<file path="src/pkg/pie_pkg.sv">
// constants for the second peripheral interrupt enable register
// assumes an 8-bit banked data memory with a 4-bit bank select
package pie_pkg;
  localparam logic [7:0] PIE_ADDR = 8'h11;
  localparam logic [3:0] PIE_BANK = 4'h4;
  localparam logic [7:0] PIE_RESET = 8'h00;
  localparam logic [7:0] PIE_IMPL_MASK = 8'hEF;
  localparam int PIE_BIT_SERIAL = 7;
  localparam int PIE_BIT_COLL = 6;
  localparam int PIE_BIT_CONV = 5;
  localparam int PIE_BIT_UNUSED = 4;
  localparam int PIE_BIT_CAP4 = 3;
  localparam int PIE_BIT_CAP3 = 2;
  localparam int PIE_BIT_TX = 1;
  localparam int PIE_BIT_RX = 0;
endpackage

</file>
<file path="src/rtl/pie_gate.sv">
// gates peripheral flags by their enables and registers the result
// assumes flags and enables are on the core clock
module pie_gate
  import pie_pkg::*;
#(
  parameter int WIDTH = 8
) (
  input wire logic clock,
  input wire logic rst_n,
  input wire logic [WIDTH-1:0] flag,
  input wire logic [WIDTH-1:0] enable,
  output logic [WIDTH-1:0] request,
  output logic any_request
);
  // a request passes only when flag and enable are both set
  wire [WIDTH-1:0] gated = flag & enable; // RULE11

  always_ff @(posedge clock or negedge rst_n) begin
    if (!rst_n) begin
      request <= '0;
      any_request <= 1'h0;
    end else begin
      request <= gated;
      any_request <= |gated;
    end
  end
endmodule

</file>
<file path="src/rtl/pie_bank2.sv">
// second peripheral interrupt enable register with request gating
// assumes a core bus with bank select, address, write and read strobes
// Functional notes
// RULE1: register at address 11h, bank 4
// RULE2: implemented enables clear at power-on reset
// RULE3: bit 7 enables serial port interrupt
// RULE4: bit 6 enables bus collision interrupt
// RULE5: bit 5 enables converter interrupt
// RULE6: bit 4 reads zero, ignores writes
// RULE7: bit 3 enables capture four interrupt
// RULE8: bit 1 enables uart b transmit interrupt
// RULE9: bit 0 enables uart b receive interrupt
// RULE10: bit 2 enables capture three interrupt
// RULE11: request needs both flag and enable
module pie_bank2
  import pie_pkg::*;
(
  input wire logic clock,
  input wire logic rst_n,
  input wire logic [3:0] bank_sel,
  input wire logic [7:0] addr,
  input wire logic wr_en,
  input wire logic rd_en,
  input wire logic [7:0] wr_data,
  input wire logic [7:0] irq_flags,
  output logic [7:0] rd_data,
  output logic rd_hit,
  output logic [7:0] irq_request,
  output logic irq_any,
  output logic serial_port_irq_enable,
  output logic bus_collision_irq_enable,
  output logic converter_irq_enable,
  output logic capture_four_irq_enable,
  output logic capture_three_irq_enable,
  output logic uart_b_transmit_irq_enable,
  output logic uart_b_receive_irq_enable
);
  logic [7:0] peripheral_irq_enable_second_reg;
  logic [7:0] peripheral_irq_enable_second_next;
  logic [7:0] rd_data_next;

  // keeps the implemented bits only; bit 4 can never hold or read a one
  function automatic logic [7:0] impl_bits(input logic [7:0] value);
    return value & PIE_IMPL_MASK;
  endfunction

  // true when bank and address both name this register
  function automatic logic reg_match(input logic [3:0] bank,
    input logic [7:0] address);
    return (bank == PIE_BANK) && (address == PIE_ADDR);
  endfunction

  // decode: both bank and address must match
  wire hit = reg_match(bank_sel, addr); // RULE1
  wire wr_hit = hit && wr_en;
  wire rd_sel = hit && rd_en;

  // unimplemented bit masked on write so it never holds a one
  assign peripheral_irq_enable_second_next =
    wr_hit ? impl_bits(wr_data) : peripheral_irq_enable_second_reg; // RULE6
  // read returns the value held before a write in the same cycle
  assign rd_data_next =
    rd_sel ? impl_bits(peripheral_irq_enable_second_reg) : 8'h00; // RULE6

  // enable storage, all sources disabled after reset
  always_ff @(posedge clock or negedge rst_n) begin
    if (!rst_n) begin
      peripheral_irq_enable_second_reg <= PIE_RESET; // RULE2
    end else begin // RULE3 RULE4 RULE5 RULE7 RULE8 RULE9 RULE10
      peripheral_irq_enable_second_reg <= peripheral_irq_enable_second_next;
    end
  end

  // registered read port; data is zero when not selected
  always_ff @(posedge clock or negedge rst_n) begin
    if (!rst_n) begin
      rd_data <= 8'h00;
      rd_hit <= 1'h0;
    end else begin
      rd_data <= rd_data_next;
      rd_hit <= rd_sel;
    end
  end

  // per-source enables, taken straight from the register flops
  assign serial_port_irq_enable =
    peripheral_irq_enable_second_reg[PIE_BIT_SERIAL]; // RULE3
  assign bus_collision_irq_enable =
    peripheral_irq_enable_second_reg[PIE_BIT_COLL]; // RULE4
  assign converter_irq_enable =
    peripheral_irq_enable_second_reg[PIE_BIT_CONV]; // RULE5
  assign capture_four_irq_enable =
    peripheral_irq_enable_second_reg[PIE_BIT_CAP4]; // RULE7
  assign capture_three_irq_enable =
    peripheral_irq_enable_second_reg[PIE_BIT_CAP3]; // RULE10
  assign uart_b_transmit_irq_enable =
    peripheral_irq_enable_second_reg[PIE_BIT_TX]; // RULE8
  assign uart_b_receive_irq_enable =
    peripheral_irq_enable_second_reg[PIE_BIT_RX]; // RULE9

  // gating adds one cycle of latency but keeps outputs registered
  pie_gate #(.WIDTH(8)) u_gate (
    .clock(clock),
    .rst_n(rst_n),
    .flag(irq_flags),
    .enable(peripheral_irq_enable_second_reg),
    .request(irq_request),
    .any_request(irq_any)
  );

  // write path: the whole stored value after a selected write
  a_write_stores: assert property (@(posedge clock) disable iff (!rst_n)
    wr_hit |=> peripheral_irq_enable_second_reg == impl_bits($past(wr_data)))
    else $error("enable write not stored"); // RULE3

  // each implemented enable follows its written bit, both ways
  a_serial_set: assert property (@(posedge clock) disable iff (!rst_n)
    (wr_hit && wr_data[PIE_BIT_SERIAL]) |=> serial_port_irq_enable)
    else $error("serial port enable not set"); // RULE3

  a_serial_clear: assert property (@(posedge clock) disable iff (!rst_n)
    (wr_hit && !wr_data[PIE_BIT_SERIAL]) |=> !serial_port_irq_enable)
    else $error("serial port enable not cleared"); // RULE3

  a_coll_set: assert property (@(posedge clock) disable iff (!rst_n)
    (wr_hit && wr_data[PIE_BIT_COLL]) |=> bus_collision_irq_enable)
    else $error("bus collision enable not set"); // RULE4

  a_coll_clear: assert property (@(posedge clock) disable iff (!rst_n)
    (wr_hit && !wr_data[PIE_BIT_COLL]) |=> !bus_collision_irq_enable)
    else $error("bus collision enable not cleared"); // RULE4

  a_conv_set: assert property (@(posedge clock) disable iff (!rst_n)
    (wr_hit && wr_data[PIE_BIT_CONV]) |=> converter_irq_enable)
    else $error("converter enable not set"); // RULE5

  a_conv_clear: assert property (@(posedge clock) disable iff (!rst_n)
    (wr_hit && !wr_data[PIE_BIT_CONV]) |=> !converter_irq_enable)
    else $error("converter enable not cleared"); // RULE5

  a_cap4_set: assert property (@(posedge clock) disable iff (!rst_n)
    (wr_hit && wr_data[PIE_BIT_CAP4]) |=> capture_four_irq_enable)
    else $error("capture four enable not set"); // RULE7

  a_cap4_clear: assert property (@(posedge clock) disable iff (!rst_n)
    (wr_hit && !wr_data[PIE_BIT_CAP4]) |=> !capture_four_irq_enable)
    else $error("capture four enable not cleared"); // RULE7

  a_cap3_set: assert property (@(posedge clock) disable iff (!rst_n)
    (wr_hit && wr_data[PIE_BIT_CAP3]) |=> capture_three_irq_enable)
    else $error("capture three enable not set"); // RULE10

  a_cap3_clear: assert property (@(posedge clock) disable iff (!rst_n)
    (wr_hit && !wr_data[PIE_BIT_CAP3]) |=> !capture_three_irq_enable)
    else $error("capture three enable not cleared"); // RULE10

  a_tx_enable: assert property (@(posedge clock) disable iff (!rst_n)
    (wr_hit && wr_data[PIE_BIT_TX]) |=> uart_b_transmit_irq_enable)
    else $error("transmit enable not set"); // RULE8

  a_tx_clear: assert property (@(posedge clock) disable iff (!rst_n)
    (wr_hit && !wr_data[PIE_BIT_TX]) |=> !uart_b_transmit_irq_enable)
    else $error("transmit enable not cleared"); // RULE8

  a_rx_set: assert property (@(posedge clock) disable iff (!rst_n)
    (wr_hit && wr_data[PIE_BIT_RX]) |=> uart_b_receive_irq_enable)
    else $error("receive enable not set"); // RULE9

  a_rx_clear: assert property (@(posedge clock) disable iff (!rst_n)
    (wr_hit && !wr_data[PIE_BIT_RX]) |=> !uart_b_receive_irq_enable)
    else $error("receive enable not cleared"); // RULE9

  // unimplemented bit: never stored, never read, never requested
  a_unused_zero: assert property (@(posedge clock) disable iff (!rst_n)
    !peripheral_irq_enable_second_reg[PIE_BIT_UNUSED] &&
    !rd_data[PIE_BIT_UNUSED])
    else $error("unused bit not zero"); // RULE6

  a_write_unused: assert property (@(posedge clock) disable iff (!rst_n)
    (wr_hit && wr_data[PIE_BIT_UNUSED]) |=>
    !peripheral_irq_enable_second_reg[PIE_BIT_UNUSED])
    else $error("write to unused bit took effect"); // RULE6

  a_req_unused: assert property (@(posedge clock) disable iff (!rst_n)
    !irq_request[PIE_BIT_UNUSED])
    else $error("request on unused bit"); // RULE6

  // decode: only bank 4, address 11h may change or show the register
  a_hold_no_write: assert property (@(posedge clock) disable iff (!rst_n)
    !wr_hit |=> $stable(peripheral_irq_enable_second_reg))
    else $error("enable changed without write"); // RULE1

  a_wrong_bank: assert property (@(posedge clock) disable iff (!rst_n)
    (wr_en && bank_sel != PIE_BANK) |=>
    $stable(peripheral_irq_enable_second_reg))
    else $error("write in other bank took effect"); // RULE1

  a_miss_hold: assert property (@(posedge clock) disable iff (!rst_n)
    (wr_en && !reg_match(bank_sel, addr)) |=>
    $stable(peripheral_irq_enable_second_reg))
    else $error("write to other address took effect"); // RULE1

  a_read_value: assert property (@(posedge clock) disable iff (!rst_n)
    rd_sel |=> rd_data == $past(peripheral_irq_enable_second_reg))
    else $error("read value wrong"); // RULE10

  a_read_hit: assert property (@(posedge clock) disable iff (!rst_n)
    rd_sel |=> rd_hit)
    else $error("read hit missing"); // RULE1

  a_idle_data: assert property (@(posedge clock) disable iff (!rst_n)
    !rd_sel |=> rd_data == 8'h00)
    else $error("read data shown without read"); // RULE1

  a_idle_hit: assert property (@(posedge clock) disable iff (!rst_n)
    !rd_sel |=> !rd_hit)
    else $error("read hit without read"); // RULE1

  // gating: a request needs its flag and its enable together
  a_gate_and: assert property (@(posedge clock) disable iff (!rst_n)
    1'h1 |=> irq_request ==
    ($past(irq_flags) & $past(peripheral_irq_enable_second_reg)))
    else $error("request gating wrong"); // RULE11

  a_req_blocked: assert property (@(posedge clock) disable iff (!rst_n)
    1'h1 |=> (irq_request & ~$past(peripheral_irq_enable_second_reg)) ==
    8'h00)
    else $error("request passed a cleared enable"); // RULE11

  a_any_req: assert property (@(posedge clock) disable iff (!rst_n)
    irq_any == (irq_request != 8'h00))
    else $error("summary request mismatch"); // RULE11

  a_any_flags: assert property (@(posedge clock) disable iff (!rst_n)
    1'h1 |=> irq_any ==
    |($past(irq_flags) & $past(peripheral_irq_enable_second_reg)))
    else $error("summary request not from flags"); // RULE11
endmodule

</file>
<file path="config.mk">
export PLATFORM = sky130hd
export DESIGN_NAME = pie_bank2
export DESIGN_NICKNAME = d
export VERILOG_FILES = /design/src/pkg/pie_pkg.sv /design/src/rtl/pie_gate.sv /design/src/rtl/pie_bank2.sv
export SDC_FILE = /design/constraint.sdc
export NUM_CORES = 1
export LEC_CHECK = 0
export ABC_AREA = 1
export BUFFER_PORTS_ARGS = -buffer_cell sky130_fd_sc_hd__buf_2
export CORE_ASPECT_RATIO = 0.9
export CORE_UTILIZATION = 25
export CTS_CLUSTER_DIAMETER = 120
export CTS_CLUSTER_SIZE = 20
export DETAILED_ROUTE_END_ITERATION = 16
export PLACE_DENSITY = 0.55
export SLEW_MARGIN = 25
export SYNTH_ARGS = -nofsm -noshare
export SYNTH_HDL_FRONTEND = slang
export SYNTH_HIERARCHICAL = 1
export SYNTH_SLANG_ARGS = --single-unit
</file>
<file path="constraint.sdc">
create_clock -name clock -period 2.75 [get_ports clock]
set_clock_uncertainty 0.15 [all_clocks]
set_input_delay 0 -clock clock [delete_from_list [all_inputs] [get_ports clock]]
set_output_delay 0 -clock clock [all_outputs]
set_load 0.01 [all_outputs]
</file>
==> impl_results.md <==
* Peak supply drop at 0.000198 V
* Largest net degree at the start of global routing at 25
* N_diodes at 0
* DR vias at 947
* Die extent in x at 68.7 um
* Full die area at 0.00426 sq mm
* Synthesis Warnings at 6
* Top cells by area, synth: dfrtp_1 60%, nand2_1 11%, inv_1 6.8%
* Grt ovf at 0
* R2R depth at 3
* Sw Share at 20.7%
* WHS Path Cells at 4
* I/O pins at 57
* Layout cell share with drive strength beyond 1 at 39.6%
* GPL Wtd Cong at 0.723
* CP max stage delay at 560 ps
* Pleak at 1.01 nW
* Clock network power share at 35.8%
* GRT Util Overall at 11.8%
* FF+latch count, synth at 24
* Fin. Hold Viols at 0
* Crit path launch type: primary input
* Worst-path fanout max at 1
* CTS tree: yes
* IO buf count at 54
* Critical path, cell by cell: dlygate4sd3_1, buf_2, nand4_1, dlygate4sd3_1, nand2_1, dlygate4sd3_1
* Finish-stage setup viols at 0
* Fillers at 394
* Slew @ Worst Pin at 502 ps
* Library cells used by synthesis at 14
* Outcome: finished, final reports clean
* Mean Syn Cell Area at 9.91 sq um
* Num rows at 21
* CTS resizes at 0
* Fin crit share at 69.0%
* Total internal power at 0.519 mW
* Initial Util at 26.5%
* Layout area overhead at 66.5%
* Final ANT Viol Nets at 0
* Clk slew on worst S/H paths at 80 ps
* Maximum clock path buffer count at 2
* Final Core Density at 44.0%
* Crit path depth at 6
* Yosys top cell area share at 60.0%
* Via density at 4.06
* Sequential share of power at 54.4%
* Crit path buffers/inverters at 4
* CP endpoint kind: register
* Root Buffer: clkbuf_8
* Post-layout min period at 1900 ps
* Max Slew Vio Count at 0
* TritonCTS Buffers at 3
* Chip height at 62.0 um
* Post-CTS Hold Fix Bufs at 29
* CORE AREA at 0.00378 sq mm
* Clock Sink Count at 24
* FMAX at 0.527 GHz
* Cell repeated most along the worst path: dlygate4sd3_1
* Slowest CP cell: dlygate4sd3_1
* Max Cap Viol at 0
* First-pass GRT wire length at 3620 um
* Nets@finish at 220
* Register area share after synthesis at 60.0%
* Register area at 601 sq um
* Vias in the first global route at 885
* Yosys top cell by area: dfrtp_1
* Setup Buffers After CTS at 0
* Unrepaired setup endpoints after global routing: false
* Worst Path Arrival at 1900 ps
* Iter 0 DRT Violations at 25
* Gate Count Post-Synth at 101
* Sum Neg Setup Slack at 0 ps
* Power Dens Cells at 392 mW/mm^2
* HPWL after detailed placement at 1630 um
* Initial antenna violation count at 0
* Total wire length at 2260 um
* CP Class: in -> reg
* Worst hold slack at 21.7 ps
* H-tree levels at 1
* Netlist Area Pre-Place at 0.00100 sq mm
* Comb pwr share at 9.8%
* Clk Latency, worst-skew pair at 260 ps
* DRC Markers at 0
* TritonRoute pass-1 iters at 4
* Multi-input logic area at 322 sq um
* Max reg flops at 8
* Routed len/inst at 9.68 um
* Hold WC Path Type: in -> reg
* Sw Pwr at 0.135 mW
* Worst slew margin at 66.5%
* Worst EP required at 2750 ps
* Crit path max-delay family: buffers and inverters
==> cell type report <==
type | count | area share (%)
Tap cell | 46 | 3.45
Inverter | 19 | 4.28
Timing Repair Buffer | 83 | 33.6
Clock buffer | 4 | 3.30
Multi-Input combinational cell | 57 | 19.3
Sequential cell | 24 | 36.0
==> metrics by stage <==
stage | power (mW) | worst slack [ps] | cells | area [sq um]
global placement | 0.408 | 1680 | 200 | 1320
finish | 0.654 | 851 | 233 | 1670
floorplan | 0.380 | 1800 | 102 | 1000
CTS | 0.663 | 895 | 233 | 1670
detailed placement | 0.410 | 1650 | 200 | 1320
global route | 0.685 | 807 | 233 | 1670
==> worst reg2reg max path, stage by stage (launching register included) <==
cell	delay (ps)
dfrtp_1	420
nand2_1	80
nand2_1	50
dlygate4sd3_1	560
==> cell usage after synthesis, drive strengths merged <==
cell type,count
buf,1
clkbuf,1
conb,1
dfrtp,24
inv,19
nand2,30
nand3,2
nand4,7
nor2,15
or2,1
==> layer usage <==
layer  routed length [um]  track usage (%)  part of all wire [%]  up-vias
li1                     -                -                     -      474
met1                  851             12.7                    38      427
met2                 1170             22.7                    52       41
met3                  199             1.64                   8.8        5
met4                   38             6.12                   1.7        0
met5                    0                0                     0        -
==> power groups by stage <==
stage	Clock [mW]	Sequential [mW]	Combinational, mW
4_1_cts	0.242	0.356	0.0655
3_5_place_dp	0	0.363	0.0473
3_3_place_gp	0	0.363	0.0459
2_1_floorplan	0	0.364	0.0157
5_1_grt	0.257	0.356	0.0724
6_report	0.234	0.355	0.0643
==> worst paths after layout <==
path / start / end / slack, ps
hold reg to reg: peripheral_irq_enable_second_reg[0] / peripheral_irq_enable_second_reg[0] / 400
min in group asynchronous: rst_n / u_gate/request[5] / 90
hold / removal: wr_en / peripheral_irq_enable_second_reg[0] / 20
setup / recovery: wr_data[6] / peripheral_irq_enable_second_reg[6] / 850
setup reg to reg: peripheral_irq_enable_second_reg[6] / peripheral_irq_enable_second_reg[6] / 1380
max in group asynchronous: rst_n / peripheral_irq_enable_second_reg[6] / 2030
==> kinds of logic (layout without fill, tap and decap cells) <==
group | Yosys count | after routing | share of synthesized area (%)
buffers and inverters | 21 | 106 | 8.25
AND/OR/NAND/NOR | 55 | 55 | 31.4
other | 1 | 2 | 0.375
flip-flops | 24 | 24 | 60.0
==> placed cells by master (no fill, tap or decap) <==
cell type / count
nor2_1: 5
nand2_1: 28
nand4_1: 7
nor2_8: 2
conb_1: 2
nand2_2: 2
nor2_2: 8
clkbuf_8: 4
dlygate4sd3_1: 29
inv_2: 1
nand3_4: 2
buf_2: 54
dfrtp_1: 24
inv_1: 18
or2_4: 1
(Power assumes the default switching activity.)
